`src/rtl/pcsd_pkg.sv`:
```
package pcsd_pkg;
   localparam int NUM_PORTS = 4;
   localparam int ADDR_W = 8;
   // Register byte offsets
   localparam logic [7:0] OFS_CTRL = 8'h00;
   localparam logic [7:0] OFS_MODE = 8'h04;
   localparam logic [7:0] OFS_PORTCFG = 8'h08;
   localparam logic [7:0] OFS_ADVERT = 8'h0c;
   localparam logic [7:0] OFS_STRAPS = 8'h10;
   // Bit positions inside the per-port management images
   localparam int BIT_SPEED = 13;
   localparam int BIT_ANEN = 12;
   localparam int BIT_RESTART = 9;
   localparam int BIT_LINKTEST = 8;
   localparam int BIT_FIBER = 2;
   // Control register fields
   localparam int BIT_CTRL_ANEN = 0;
   // Straps register field positions
   localparam int STRAP_SPEED = 0;
   localparam int STRAP_LINK = 1;
   localparam int STRAP_MEDIA = 2;
   localparam int STRAP_FD = 3;
   localparam int NUM_STRAPS = 4;
   // Advertised ability vector positions
   localparam int ADV_10HD = 0;
   localparam int ADV_10FD = 1;
   localparam int ADV_100HD = 2;
   localparam int ADV_100FD = 3;
   // Reset values
   localparam logic RST_ANEN = 1'b1;
   localparam logic [3:0] RST_ADVERT = 4'hf;
   // Bus responses
   localparam logic [1:0] RESP_OKAY = 2'h0;
   localparam logic [1:0] RESP_SLVERR = 2'h2;
   // Bus state machines
   typedef enum logic [1:0] {
      BUS_IDLE = 2'b01,
      BUS_RESP = 2'b10
   } pcsd_bus_t;
endpackage

```
`src/rtl/pcsd_sync.sv`:
```
`timescale 1ns/1ps
// Two-stage synchroniser for asynchronous strap pins
module pcsd_sync #(
   parameter int W = 4
) (
   input wire logic mclk,
   input wire logic rstn,
   input wire logic [W-1:0] async,
   output logic [W-1:0] synced
);
   logic [W-1:0] stage1;
   logic [W-1:0] next_stage1;
   logic [W-1:0] next_synced;

   // Stage one feeds stage two only
   always_comb begin
      next_stage1 = async;
      next_synced = stage1;
   end

   always_ff @(posedge mclk or negedge rstn) begin
      if (!rstn) begin
         stage1 <= '0;
         synced <= '0;
      end else begin
         stage1 <= next_stage1;
         synced <= next_synced;
      end
   end
endmodule

```
`src/rtl/pcsd_strap_decode.sv`:
```
// Our own choices: the AXI4-Lite interface to the registers and the register addresses.
`timescale 1ns/1ps
module pcsd_strap_decode (
   input wire logic mclk,
   input wire logic rstn,
   input wire logic speedStrap,
   input wire logic linkTestStrap,
   input wire logic mediaStrap,
   input wire logic full_duplex_strap,
   output logic [3:0] speed100,
   output logic [3:0] linkTestOff,
   output logic [3:0] fiberSelect,
   output logic [3:0] scramblerBypass,
   output logic [3:0] anRestart,
   output logic [3:0] anEnable,
   output logic [15:0] advertise,
   input wire logic [7:0] awaddr,
   input wire logic awvalid,
   output logic awready,
   input wire logic [31:0] wdata,
   input wire logic [3:0] wstrb,
   input wire logic wvalid,
   output logic wready,
   output logic [1:0] bresp,
   output logic bvalid,
   input wire logic bready,
   input wire logic [7:0] araddr,
   input wire logic arvalid,
   output logic arready,
   output logic [31:0] rdata,
   output logic [1:0] rresp,
   output logic rvalid,
   input wire logic rready
);
   localparam int NP = pcsd_pkg::NUM_PORTS;
   localparam int NS = pcsd_pkg::NUM_STRAPS;

   // Strap pins as gathered, and after the synchroniser
   logic [NS-1:0] strapPins;
   logic [NS-1:0] strapLevel;

   // Decoded configuration state, shared by every port
   logic speedPrev;
   logic anEn;
   logic spd;
   logic lto;
   logic fib;
   logic restartFlag;
   logic [3:0] adv;
   logic next_speedPrev;
   logic next_anEn;
   logic next_spd;
   logic next_lto;
   logic next_fib;
   logic next_restartFlag;
   logic [3:0] next_adv;
   logic speedRise;

   // Register bus state
   pcsd_pkg::pcsd_bus_t wrState;
   pcsd_pkg::pcsd_bus_t next_wrState;
   pcsd_pkg::pcsd_bus_t rdState;
   pcsd_pkg::pcsd_bus_t next_rdState;
   logic awHave;
   logic next_awHave;
   logic wHave;
   logic next_wHave;
   logic [7:0] awAddrQ;
   logic [7:0] next_awAddrQ;
   logic [31:0] wDataQ;
   logic [31:0] next_wDataQ;
   logic [3:0] wStrbQ;
   logic [3:0] next_wStrbQ;
   logic [1:0] next_bresp;
   logic [1:0] next_rresp;
   logic [31:0] next_rdata;
   logic [7:0] wrAddr;
   logic [31:0] wrData;
   logic [3:0] wrStrb;
   logic awTake;
   logic wTake;
   logic wrTake;
   logic rdTake;
   logic ctrlWrite;

   // Offsets that answer OKAY; anything else gets SLVERR
   function automatic logic addrKnown(input logic [7:0] a);
      logic hit;
      hit = 1'b0;
      if (a == pcsd_pkg::OFS_CTRL) begin
         hit = 1'b1;
      end
      if (a == pcsd_pkg::OFS_MODE) begin
         hit = 1'b1;
      end
      if (a == pcsd_pkg::OFS_PORTCFG) begin
         hit = 1'b1;
      end
      if (a == pcsd_pkg::OFS_ADVERT) begin
         hit = 1'b1;
      end
      if (a == pcsd_pkg::OFS_STRAPS) begin
         hit = 1'b1;
      end
      return hit;
   endfunction

   // Advertised abilities from the three straps
   // Fiber carries no 10M; on copper, link strap high keeps to 10M
   function automatic logic [3:0] advFromStraps(
      input logic link,
      input logic media,
      input logic fd
   );
      logic [3:0] caps;
      logic allow10;
      logic allow100;
      allow10 = !media;
      allow100 = media | !link;
      caps = 4'h0;
      caps[pcsd_pkg::ADV_10HD] = allow10;
      caps[pcsd_pkg::ADV_10FD] = allow10 & fd;
      caps[pcsd_pkg::ADV_100HD] = allow100;
      caps[pcsd_pkg::ADV_100FD] = allow100 & fd;
      return caps;
   endfunction

   // Gather the pins by field position
   always_comb begin
      strapPins = '0;
      strapPins[pcsd_pkg::STRAP_SPEED] = speedStrap;
      strapPins[pcsd_pkg::STRAP_LINK] = linkTestStrap;
      strapPins[pcsd_pkg::STRAP_MEDIA] = mediaStrap;
      strapPins[pcsd_pkg::STRAP_FD] = full_duplex_strap;
   end

   // Pins are asynchronous to mclk: two flops first
   pcsd_sync #(
      .W(NS)
   ) u_sync (
      .mclk(mclk),
      .rstn(rstn),
      .async(strapPins),
      .synced(strapLevel)
   );

   // Strap decode; forced values hold while A/N runs
   always_comb begin
      speedRise = strapLevel[pcsd_pkg::STRAP_SPEED] && !speedPrev;
      next_speedPrev = strapLevel[pcsd_pkg::STRAP_SPEED];
      next_spd = spd;
      next_lto = lto;
      next_fib = fib;
      next_adv = adv;
      next_anEn = anEn;
      if (ctrlWrite) begin
         next_anEn = wrData[pcsd_pkg::BIT_CTRL_ANEN];
      end
      if (anEn) begin
         next_adv = advFromStraps(strapLevel[pcsd_pkg::STRAP_LINK],
            strapLevel[pcsd_pkg::STRAP_MEDIA],
            strapLevel[pcsd_pkg::STRAP_FD]);
      end else begin
         next_spd = strapLevel[pcsd_pkg::STRAP_SPEED];
         next_lto = strapLevel[pcsd_pkg::STRAP_LINK];
         next_fib = strapLevel[pcsd_pkg::STRAP_MEDIA];
      end
      // A control write with wstrb[0] set clears; a new rise in that cycle wins
      next_restartFlag = restartFlag;
      if (ctrlWrite) begin
         next_restartFlag = 1'b0;
      end
      if (anEn && speedRise) begin
         next_restartFlag = 1'b1;
      end
   end

   // Reset prev low matches the synchroniser, so no false rise
   always_ff @(posedge mclk or negedge rstn) begin
      if (!rstn) begin
         speedPrev <= 1'b0;
         anEn <= pcsd_pkg::RST_ANEN;
         spd <= 1'b0;
         lto <= 1'b0;
         fib <= 1'b0;
         restartFlag <= 1'b0;
         adv <= pcsd_pkg::RST_ADVERT;
      end else begin
         speedPrev <= next_speedPrev;
         anEn <= next_anEn;
         spd <= next_spd;
         lto <= next_lto;
         fib <= next_fib;
         restartFlag <= next_restartFlag;
         adv <= next_adv;
      end
   end

   // Same settings copied to every port
   assign speed100 = {NP{spd}};
   assign linkTestOff = {NP{lto}};
   assign fiberSelect = {NP{fib}};
   assign scramblerBypass = {NP{fib}};
   assign anRestart = {NP{restartFlag}};
   assign anEnable = {NP{anEn}};
   assign advertise = {NP{adv}};

   // Write channel handshakes
   assign awready = (wrState == pcsd_pkg::BUS_IDLE) && !awHave;
   assign wready = (wrState == pcsd_pkg::BUS_IDLE) && !wHave;
   assign bvalid = (wrState == pcsd_pkg::BUS_RESP);

   // Address and data taken in either order, held until both
   always_comb begin
      awTake = awvalid && awready;
      wTake = wvalid && wready;
      wrAddr = awHave ? awAddrQ : awaddr;
      wrData = wHave ? wDataQ : wdata;
      wrStrb = wHave ? wStrbQ : wstrb;
      wrTake = (awHave || awTake) && (wHave || wTake);
      ctrlWrite = wrTake && (wrAddr == pcsd_pkg::OFS_CTRL) && wrStrb[0];
      next_wrState = wrState;
      next_awHave = awHave;
      next_wHave = wHave;
      next_awAddrQ = awAddrQ;
      next_wDataQ = wDataQ;
      next_wStrbQ = wStrbQ;
      next_bresp = bresp;
      unique case (wrState)
         pcsd_pkg::BUS_IDLE: begin
            if (awTake) begin
               next_awHave = 1'b1;
               next_awAddrQ = awaddr;
            end
            if (wTake) begin
               next_wHave = 1'b1;
               next_wDataQ = wdata;
               next_wStrbQ = wstrb;
            end
            if (wrTake) begin
               next_awHave = 1'b0;
               next_wHave = 1'b0;
               next_wrState = pcsd_pkg::BUS_RESP;
               next_bresp = addrKnown(wrAddr) ? pcsd_pkg::RESP_OKAY :
                  pcsd_pkg::RESP_SLVERR;
            end
         end
         pcsd_pkg::BUS_RESP: begin
            if (bready) begin
               next_wrState = pcsd_pkg::BUS_IDLE;
            end
         end
         default: begin
            next_wrState = pcsd_pkg::BUS_IDLE;
         end
      endcase
   end

   always_ff @(posedge mclk or negedge rstn) begin
      if (!rstn) begin
         wrState <= pcsd_pkg::BUS_IDLE;
         awHave <= 1'b0;
         wHave <= 1'b0;
         awAddrQ <= 8'h00;
         wDataQ <= 32'h0;
         wStrbQ <= 4'h0;
         bresp <= pcsd_pkg::RESP_OKAY;
      end else begin
         wrState <= next_wrState;
         awHave <= next_awHave;
         wHave <= next_wHave;
         awAddrQ <= next_awAddrQ;
         wDataQ <= next_wDataQ;
         wStrbQ <= next_wStrbQ;
         bresp <= next_bresp;
      end
   end

   // Read channel handshakes
   assign arready = (rdState == pcsd_pkg::BUS_IDLE);
   assign rvalid = (rdState == pcsd_pkg::BUS_RESP);

   // Read data is registered, so it stands with rvalid
   always_comb begin
      rdTake = arvalid && arready;
      next_rdState = rdState;
      next_rdata = rdata;
      next_rresp = rresp;
      unique case (rdState)
         pcsd_pkg::BUS_IDLE: begin
            if (rdTake) begin
               next_rdState = pcsd_pkg::BUS_RESP;
               next_rresp = addrKnown(araddr) ? pcsd_pkg::RESP_OKAY :
                  pcsd_pkg::RESP_SLVERR;
               next_rdata = 32'h0;
               case (araddr)
                  pcsd_pkg::OFS_CTRL: begin
                     next_rdata[pcsd_pkg::BIT_CTRL_ANEN] = anEn;
                  end
                  pcsd_pkg::OFS_MODE: begin
                     next_rdata = {29'h0, fib, lto, spd};
                  end
                  pcsd_pkg::OFS_PORTCFG: begin
                     next_rdata[pcsd_pkg::BIT_SPEED] = spd;
                     next_rdata[pcsd_pkg::BIT_ANEN] = anEn;
                     next_rdata[pcsd_pkg::BIT_RESTART] = restartFlag;
                     next_rdata[pcsd_pkg::BIT_LINKTEST] = lto;
                     next_rdata[pcsd_pkg::BIT_FIBER] = fib;
                  end
                  pcsd_pkg::OFS_ADVERT: begin
                     next_rdata = {28'h0, adv};
                  end
                  pcsd_pkg::OFS_STRAPS: begin
                     next_rdata = {28'h0, strapLevel};
                  end
                  default: begin
                     next_rdata = 32'h0;
                  end
               endcase
            end
         end
         pcsd_pkg::BUS_RESP: begin
            if (rready) begin
               next_rdState = pcsd_pkg::BUS_IDLE;
            end
         end
         default: begin
            next_rdState = pcsd_pkg::BUS_IDLE;
         end
      endcase
   end

   always_ff @(posedge mclk or negedge rstn) begin
      if (!rstn) begin
         rdState <= pcsd_pkg::BUS_IDLE;
         rdata <= 32'h0;
         rresp <= pcsd_pkg::RESP_OKAY;
      end else begin
         rdState <= next_rdState;
         rdata <= next_rdata;
         rresp <= next_rresp;
      end
   end
endmodule

```
`config.mk`:
```
export PLATFORM = sky130hd
export DESIGN_NAME = pcsd_strap_decode
export DESIGN_NICKNAME = d
export VERILOG_FILES = /design/src/rtl/pcsd_pkg.sv /design/src/rtl/pcsd_sync.sv /design/src/rtl/pcsd_strap_decode.sv
export SDC_FILE = /design/constraint.sdc
export NUM_CORES = 1
export LEC_CHECK = 0
export BUFFER_PORTS_ARGS = -buffer_cell sky130_fd_sc_hd__buf_2
export CORE_AREA = 2 2 75 77
export DETAILED_ROUTE_END_ITERATION = 10
export DIE_AREA = 0 0 77 79
export PLACE_DENSITY = 0.91
export SLEW_MARGIN = 20
export SYNTH_ARGS = -nofsm -noshare
export SYNTH_HDL_FRONTEND = slang
export SYNTH_HIERARCHICAL = 1
export SYNTH_SLANG_ARGS = --single-unit
```
`constraint.sdc`:
```
create_clock -name mclk -period 3.2 [get_ports mclk]
set_input_delay 0.64 -clock mclk [delete_from_list [all_inputs] [get_ports mclk]]
set_output_delay 0.64 -clock mclk [all_outputs]
set_load 0.01 [all_outputs]
```
==> metrics.txt, run 1 <==
Post-Synth XOR/XNOR Area=0%; H-tree levels=2; Initial DRT Pass Iterations=4; GR Overflow Total=0; core footprint=5340 sq um; n_diodes=0; critical path launch point type=flip-flop; fill count=523; top cell type's share of synthesized area=39.9%; I/O pin count=144; Fmax=0.503 GHz; Initial DRC Count=55; GRT Resource Usage Total=13.2%; DIE WIDTH=77 um; post-synthesis mux area share=10.2%; Final nets=329; Synth Area in Simple Gates=11.4%; Synth area leader=dfrtp_1; Power, Total=1.77 mW; Seq cells post-synth=44; outcome=finished clean; worst hold-check path type=flip-flop to flip-flop; peak supply drop=0.000446 V; main combinational cell family by area after synthesis=buffers and inverters; vias=1572; clock buffer depth=2; Final Critical Period=1990 ps; Post-synth top flop=dfrtp_1; Layout Area Growth over Synthesis=8.40%; post-synthesis sequential area ratio=47.8%; setup bufs post-CTS=0; drt wl/cell=11.9 um; r2r setup slk=1210 ps; Sink Count=44; slew margin rel.=37.3%; Crit Path Max Fanout=13; main area contributors after synthesis=dfrtp_1 40%, buf_4 20%, mux2_2 8.2%, dfstp_2 7.9%, nor2_1 2.4%; Place WS=1100 ps; layout cells sized above 1=45.7%; Crit Path Class=flip-flop to flip-flop; routed wire length=4020 um; slew of the pin with the lowest slew margin=940 ps; vias per cell=4.64; first-pass GRT wire length=6490 um; Worst Skew=7.19 ps; dpl cells=331; Worst Setup End Kind=flip-flop; Compound-Gate Fraction of Synth Area=8.14%; Syn. warnings=6; vias in the first global route=1469; number of remaining DRC errors=0; most frequent cell after synthesis=buf_4; initial antenna violation count=0; Synth Instances=218; Post-synth EDFFs=0; post-route ant nets=0; period utilization=62.2%; ys async rst share=100%; maximum capacitance violations=0; Leak Pwr=1.27 nW; Max Slew Vio Count=0; Synth top cells by count=62 x buf_4, 37 x dfrtp_1, 17 x mux2_2; Root Buffer=clkbuf_8; final setup margin=1210 ps; Post-Layout Cell Count=339; CTS tree=done; Routability Congestion=0.844; Reg clk slew, reported paths=80 ps; DP HPWL=3100 um; Final Util=47.2%; starting density of the core=43.5%; Hold Vio Cnt, Final=0; Resize count post-CTS=0; CP arrival=2200 ps; mapped cell area=2320 sq um; Yosys cell types=34; row count=27; Avg Cell Area, Syn=10.7 sq um; CTS Hold Bufs=0; die footprint=6080 sq um; RSZ-0062 raised after global routing=no; CTS Buf Count=5; Pwr Density=701 nW/um^2; I/O Buffers=83; Worst-Skew Late Latency=290 ps; die height=79 um; Setup TNS Final=0 ps; post-synthesis adder-cell area fraction=0%; Req. time, crit path=3410 ps; final setup fails=0; largest net degree at the start of global routing=45
-- path summary, 6_finish.rpt --
kind | startpoint | end | cells past startpoint
min reg2reg | u_sync/next_synced[0] | u_sync/synced[0] | 0
min | u_sync/next_synced[0] | u_sync/synced[0] | 0
max reg2reg | awHave | anEn | 4
max | awHave | anEn | 4
max in group asynchronous | rstn | awAddrQ[0] | 1
min in group asynchronous | rstn | rdata[8] | 1
-- cell families after synthesis --
family                 Yosys count
buffers and inverters           74
muxes                           21
AOI/OAI and AO/OA               29
and+or+nand+nor                 49
DFF                             44
other                            1
-- state kept, by name, summed over array words and instances, names as in the netlist --
register / cells
wrState: 2
adv: 4
rresp: 1
fib: 1
awAddrQ: 8
rdState: 2
awHave: 1
anEn: 1
speedPrev: 1
spd: 1
bresp: 1
restartFlag: 1
wStrbQ: 1
wHave: 1
lto: 1
u_sync/next_synced: 4
rdata: 8
u_sync/synced: 4
wDataQ: 1
-- per-layer routing --
| metal | global-route usage [%] | wire (um) |
|---|---|---|
| met5 | 0 | 0 |
| met3 | 3.18 | 280 |
| met2 | 25.7 | 2160 |
| met4 | 3.75 | 21 |
| met1 | 14.3 | 1560 |
-- through the flow --
stage / hold slack [ps] / instance area (sq um)
6_report: 349 / 2520
5_1_grt: 352 / 2520
4_1_cts: 346 / 2520
3_5_place_dp: 336 / 2430
3_3_place_gp: 332 / 2430
2_1_floorplan: 331 / 2420
-- worst max-delay path, cell delays in order (launching register included) --
cell     delay (ps)
dfrtp_1         600
nor4b_2         290
o22ai_1         160
or4_4           560
mux2_4          310
-- placed cells by master, fill, tap and decap left out, types with 7 or more instances in the layout --
cell     Yosys  layout
buf_2        0      83
dfrtp_1     37      37
conb_1       1      26
mux2_2      17      17
nor2_1      15      15
nand2_1     12      12
inv_1        7       7
a21oi_1      7       7
dfstp_2      7       7
-- cell type report --
cell class | instances | area (sq um) | share of cell area [%]
sequential | 44 | 1110 | 44.1
timing repair buffer | 83 | 415 | 16.5
inverter | 7 | 26.3 | 1.04
tap | 72 | 90.1 | 3.58
clock inverter | 3 | 18.8 | 0.746
clock buffer | 5 | 68.8 | 2.73
multi-input combinational | 125 | 788 | 31.3
-- report_power, final --
part	internal [mW]	total [mW]	switching (mW)
logic	0.289	0.586	0.297
registers	0.713	0.845	0.132
clock network	0.152	0.334	0.182
(Power assumes the default switching activity.)
==> inputs of run 2 (changes only) <==
Settings changed: ABC_AREA from default to 1, CORE_AREA 2 2 75 77 to 2 2 82 84, DIE_AREA 0 0 77 79 to 0 0 84 86, PLACE_DENSITY 0.91 to 0.84.
Clock period 3.2 ns to 1.76 ns, I/O delays scaled along.
==> run 2 against run 1 <==
  * Non-clock buffer count rose by 1
  * Power is 99% higher
  * Sequential share of layout area down 2.7 points
  * Final cell count grew 29%
  * Core utilization shrank 4.5 points
  * Sequential power rose by 83%
  * Highest routed layer unchanged
==> metrics.txt, run 2 <==
layout cells sized above 1=31.0% (-15 points); vias=1883 (+20%); vias per cell=4.30 (-7.3%); reg-to-reg endpoint=rdata[13]; number of remaining DRC errors=0 (unchanged); cell area after layout=2680 sq um (+6.5%); routed wire length=4600 um (+14%); GR Overflow Total=0 (unchanged); initial antenna violation count=0 (unchanged); Root Buffer=clkbuf_8; Seq cells post-synth=44 (unchanged); slew of the pin with the lowest slew margin=545 ps (-395 ps); multi-input logic area=797 sq um (+1.1%); ys async rst share=100% (unchanged); Max Slew Vio Count=0 (unchanged); starting density of the core=39.2% (-4.3 points); Routability Congestion=0.811 (-3.8%); die footprint=7220 sq um (+19%); main combinational cell family by area after synthesis=buffers and inverters; Worst Setup End Kind=output pin; r2r startpoint=rdState[0]; Resize count post-CTS=0 (unchanged); maximum capacitance violations=0 (unchanged); r2r worst-path depth=6 (+2); first-pass GRT wire length=7200 um (+11%); clock buffer depth=2 (unchanged); Worst-Skew Late Latency=300 ps (about the same); I/O Buffers=83 (unchanged); CTS Buf Count=5 (unchanged); Power, Total=3.52 mW (+99%); post-synthesis sequential area ratio=45.1% (-2.7 points); Worst Skew=6.79 ps (-0.397 ps); Final nets=423 (+29%); r2r setup slk=320 ps (-890 ps); Avg Cell Area, Syn=7.96 sq um (-25%); vias in the first global route=1656 (+13%); fill count=646 (+24%); Compound-Gate Fraction of Synth Area=5.34% (-2.8 points); Post-Synth XOR/XNOR Area=0% (unchanged); drt wl/cell=10.5 um (-12%); Pwr Density=1310 nW/um^2 (+87%); H-tree levels=2 (unchanged); Crit Path Max Fanout=4 (-9); row count=29 (+7.4%); Syn. warnings=6 (unchanged); Layout Area Growth over Synthesis=9.01%; largest net degree at the start of global routing=45 (unchanged); final setup fails=0 (unchanged); outcome=finished clean; I/O pin count=144 (unchanged); Synth area leader=dfrtp_1; most frequent cells in the layout=83 x buf_2, 76 x nand2_1, 39 x inv_1; slew margin rel.=63.7% (+26 points); period utilization=90.1%; register area=1110 sq um (unchanged); n_diodes=0 (unchanged); most frequent cell after synthesis=nand2_1; setup bufs post-CTS=0 (unchanged); DP HPWL=3490 um (+13%); post-route ant nets=0 (unchanged); GRT Resource Usage Total=12.5% (-0.73 points); mapped cell area=2460 sq um (+5.9%); Crit Path Class=flip-flop to output pin; Largest regs=awAddrQ: 8 flops, rdata: 8 flops; Post-synth EDFFs=0 (unchanged); Fmax=0.631 GHz; post-synthesis mux area share=2.14% (-8.0 points); Final Critical Period=1590 ps; Yosys cell types=25 (-26%); CP arrival=1230 ps (-970 ps); commonest non-fill, non-tap cell in the layout=buf_2; crit path to=awready; Setup TNS Final=0 ps (unchanged); Synth Instances=309 (+42%); top cell type's share of synthesized area=37.7% (-2.2 points); DIE WIDTH=84 um (+9.1%); Hold Vio Cnt, Final=0 (unchanged); CP Launch Point=wrState[0]; Synth Area in Simple Gates=21.0% (+9.5 points); CTS tree=done; Initial DRC Count=76 (+38%); Leak Pwr=1.59 nW (+25%); Initial DRT Pass Iterations=4 (unchanged); Req. time, crit path=1410 ps (-2000 ps); peak supply drop=0.000752 V (+69%); Reg clk slew, reported paths=80 ps (about the same); main area contributors after synthesis=dfrtp_1 38%, buf_4 19%, nand2_1 12%, dfstp_2 7.5%, inv_1 6.0%; critical path launch point type=flip-flop; core footprint=6280 sq um (+18%); RSZ-0062 raised after global routing=no; post-synthesis adder-cell area fraction=0% (unchanged); CTS Hold Bufs=0 (unchanged); Post-synth top flop=dfrtp_1; die height=86 um (+8.9%); Synth top cells by count=76 x nand2_1, 62 x buf_4, 39 x inv_1; placed cell area=2590 sq um (+6.5%); Sink Count=44 (unchanged); worst hold-check path type=primary input to asynchronous set/reset pin
## run 2: layer usage
metal	vias up	GRT usage [%]	wire (um)
met5	-	0	0
met4	0	5.28	73
met3	8	4.23	329
met2	72	21.2	2230
met1	854	14.6	1960
li1	949	-	-
## run 2: final cells by class
class                      count  area share (%)
multi-input combinational    182            29.7
clock inverter                 2           0.373
tap                           77            3.59
clock buffer                   6            3.08
sequential                    44            41.4
timing repair buffer          84            15.8
inverter                      43            6.02
## run 2: worst min path at each step
stage	start	end	slack (ps)	cells after the start
floorplan	rstn	awAddrQ[0]	60	0
global placement	u_sync/next_synced[0]	u_sync/synced[0]	330	0
detailed placement	u_sync/next_synced[1]	u_sync/synced[1]	330	0
CTS	rstn	fib	130	2
global route	mediaStrap	u_sync/next_synced[2]	140	1
finish	rstn	awAddrQ[7]	120	2
## run 2: power by group
part	leakage, nW	total (mW)	internal, mW	switching, mW
clock network	0.0510	0.656	0.313	0.342
registers	0.528	1.55	1.31	0.243
logic	1.01	1.31	0.526	0.781
total	1.59	3.52	2.15	1.37
## run 2: cells by family (layout without fill, tap and decap cells)
logic type	after synthesis	after routing
and+or+nand+nor	127	127
buffers and inverters	108	135
DFF	44	44
AOI/OAI and AO/OA	25	25
muxes	4	4
other	1	26
## run 2: critical path: stages (launching register included)
cell and delay, ps:
dfstp_2 560, nand2_2 90, nor2_2 130, buf_2 150
## run 2: stage by stage
step / instances / setup WS [ps] / util [%] / hold slack, ps
floorplan: 334 / 355 / - / 56.4
global placement: 430 / 324 / 41.2 / 335
detailed placement: 430 / 304 / 41.2 / 335
CTS: 438 / 164 / 42.7 / 131
global route: 438 / 116 / 42.7 / 139
finish: 438 / 175 / 42.7 / 119
==> inputs of run 3 (changes only) <==
Settings changed: CORE_AREA 2 2 82 84 to 2 2 74 93, DIE_AREA 0 0 84 86 to 0 0 76 95.
==> run 3 against run 2 <==
  * Sequential share of layout area fell by 0.93 points
  * Sequential cell count unchanged
  * First-iteration DRC count grew 9.2%
  * Die area barely moved
  * Via count fell by 1.1%
  * Sequential power hardly changed
==> metrics.txt, run 3 (synthesis results as in run 2) <==
outcome=finished clean; worst hold-check path type=primary input to asynchronous set/reset pin; clock buffer depth=2 (unchanged); Crit Path Class=flip-flop to output pin; slew margin rel.=64.0% (+0.38 points); vias per cell=4.14 (-3.8%); Largest regs=awAddrQ: 8 flops, rdata: 8 flops; most used routing layer=met2; CTS Buf Count=5 (unchanged); critical path launch point type=flip-flop; Power, Total=3.70 mW (+5.1%); RSZ-0062 raised after global routing=no; peak supply drop=0.000697 V (-7.4%); Leak Pwr=1.61 nW (+1.4%); core footprint=6400 sq um (+2.0%); Routability Congestion=0.838 (+3.3%); DP HPWL=3430 um (-1.7%); r2r startpoint=rdState[0]; Hold Vio Cnt, Final=0 (unchanged); first-pass GRT wire length=7260 um (+0.76%); Initial DRC Count=83 (+9.2%); GR Overflow Total=0 (unchanged); setup bufs post-CTS=0 (unchanged); CP arrival=1190 ps (-40 ps); starting density of the core=38.4% (-0.75 points); placed cell area=2620 sq um (+1.1%); vias in the first global route=1673 (+1.0%); period utilization=87.7% (-2.4 points); Worst Skew=6.83 ps (+0.0369 ps); Fmax=0.648 GHz (+2.7%); r2r setup slk=370 ps (+50 ps); met3 GRT Util=3.44% (-0.79 points); drt wl/cell=9.92 um (-5.5%); Sink Count=44 (unchanged); DIE WIDTH=76 um (-9.5%); GRT Resource Usage Total=12.5% (-0.015 points); fill count=661 (+2.3%); cell area after layout=2740 sq um (+2.3%); dpl cells=442 (+2.8%); Max Slew Vio Count=0 (unchanged); die footprint=7220 sq um (about the same); vias=1862 (-1.1%); Setup TNS Final=0 ps (unchanged); layout cells sized above 1=31.4% (+0.38 points); register area=1110 sq um (unchanged); H-tree levels=2 (unchanged); Req. time, crit path=1410 ps (about the same); CTS Hold Bufs=0 (unchanged); slew of the pin with the lowest slew margin=539 ps (-5.77 ps); initial antenna violation count=0 (unchanged); Final Critical Period=1540 ps (-41.5 ps); Root Buffer=clkbuf_8; number of remaining DRC errors=0 (unchanged); slowest cell on the critical path=dfstp_2; n_diodes=0 (unchanged); Reg clk slew, reported paths=80 ps (about the same); M2 GR Usage=21.8% (+0.64 points); CP Launch Point=wrState[0]; Initial DRT Pass Iterations=4 (unchanged); Pwr Density=1350 nW/um^2 (+2.8%); Worst Setup End Kind=output pin; routed wire length=4460 um (-2.9%); Worst-Skew Late Latency=290 ps (about the same); I/O pin count=144 (unchanged); GR Util met1=14.8% (+0.24 points); largest incremental delay on the critical path=570 ps (about the same); r2r worst-path depth=6 (unchanged); Layout Area Growth over Synthesis=11.5%; Final nets=425 (+0.47%); crit path cell chain=nand2_2, nor2_2, buf_2; largest net degree at the start of global routing=45 (unchanged); post-route ant nets=0 (unchanged); commonest non-fill, non-tap cell in the layout=buf_2; reg-to-reg endpoint=rdata[9]; final setup fails=0 (unchanged); I/O Buffers=83 (unchanged); maximum capacitance violations=0 (unchanged); Resize count post-CTS=0 (unchanged); CTS tree=done; die height=95 um (+10%); row count=33 (+14%); Crit Path Max Fanout=4 (unchanged); most frequent cells in the layout=83 x buf_2, 76 x nand2_1, 39 x inv_1; multi-input logic area=797 sq um (unchanged); Post-Layout Cell Count=450 (+2.7%)
-- run 3: changes by cell type in the layout (fill, tap and decap cells not counted) --
cell,delta
buf_4,+2
bufinv_16,+1
clkbuf_8,+1
clkinv_2,-2
-- run 3: how the worst max path moves through the flow --
stage	to	depth (start not counted)
6_report	awready	3
5_1_grt	awready	3
4_1_cts	awready	3
3_5_place_dp	rdata[1]	8
3_3_place_gp	awAddrQ[6]	4
2_1_floorplan	awAddrQ[6]	5
-- run 3: per-layer routing --
| layer | part of all wire [%] | vias to the layer above | routed length [um] |
|---|---|---|---|
| met3 | 5.9 | 7 | 264 |
| met4 | 1.2 | 0 | 55 |
| met2 | 50 | 58 | 2220 |
| li1 | - | 952 | - |
| met1 | 43 | 845 | 1920 |
| met5 | 0 | - | 0 |
-- run 3: area by class of cell --
cell class | count | area share (%)
flip-flops and latches | 44 | 40.5
multi-input cells | 182 | 29.1
repair buffers | 86 | 16.0
inverters | 43 | 5.89
well taps | 87 | 3.97
clock buffers | 7 | 3.51
clock inverters | 1 | 1.10
-- run 3: report_power, final --
group	switching, mW	leakage, nW	total [mW]	internal [mW]
clock network	0.330	0.0645	0.831	0.501
logic	0.789	1.02	1.33	0.539
registers	0.230	0.528	1.54	1.31
total	1.35	1.61	3.70	2.35
-- run 3: metrics by stage --
stage	utilization [%]	hold WS, ps	setup WS, ps
after floorplan	-	56.4	355
after global placement	40.9	334	404
after detailed placement	40.9	336	360
after CTS	42.8	138	191
after global routing	42.8	153	154
final	42.8	117	216
-- run 3: critical path, delay by kind of cell, from the launching register on --
kind	cells	cell delay, ps
flops	1	570
simple gates	2	190
buf+inv	1	150
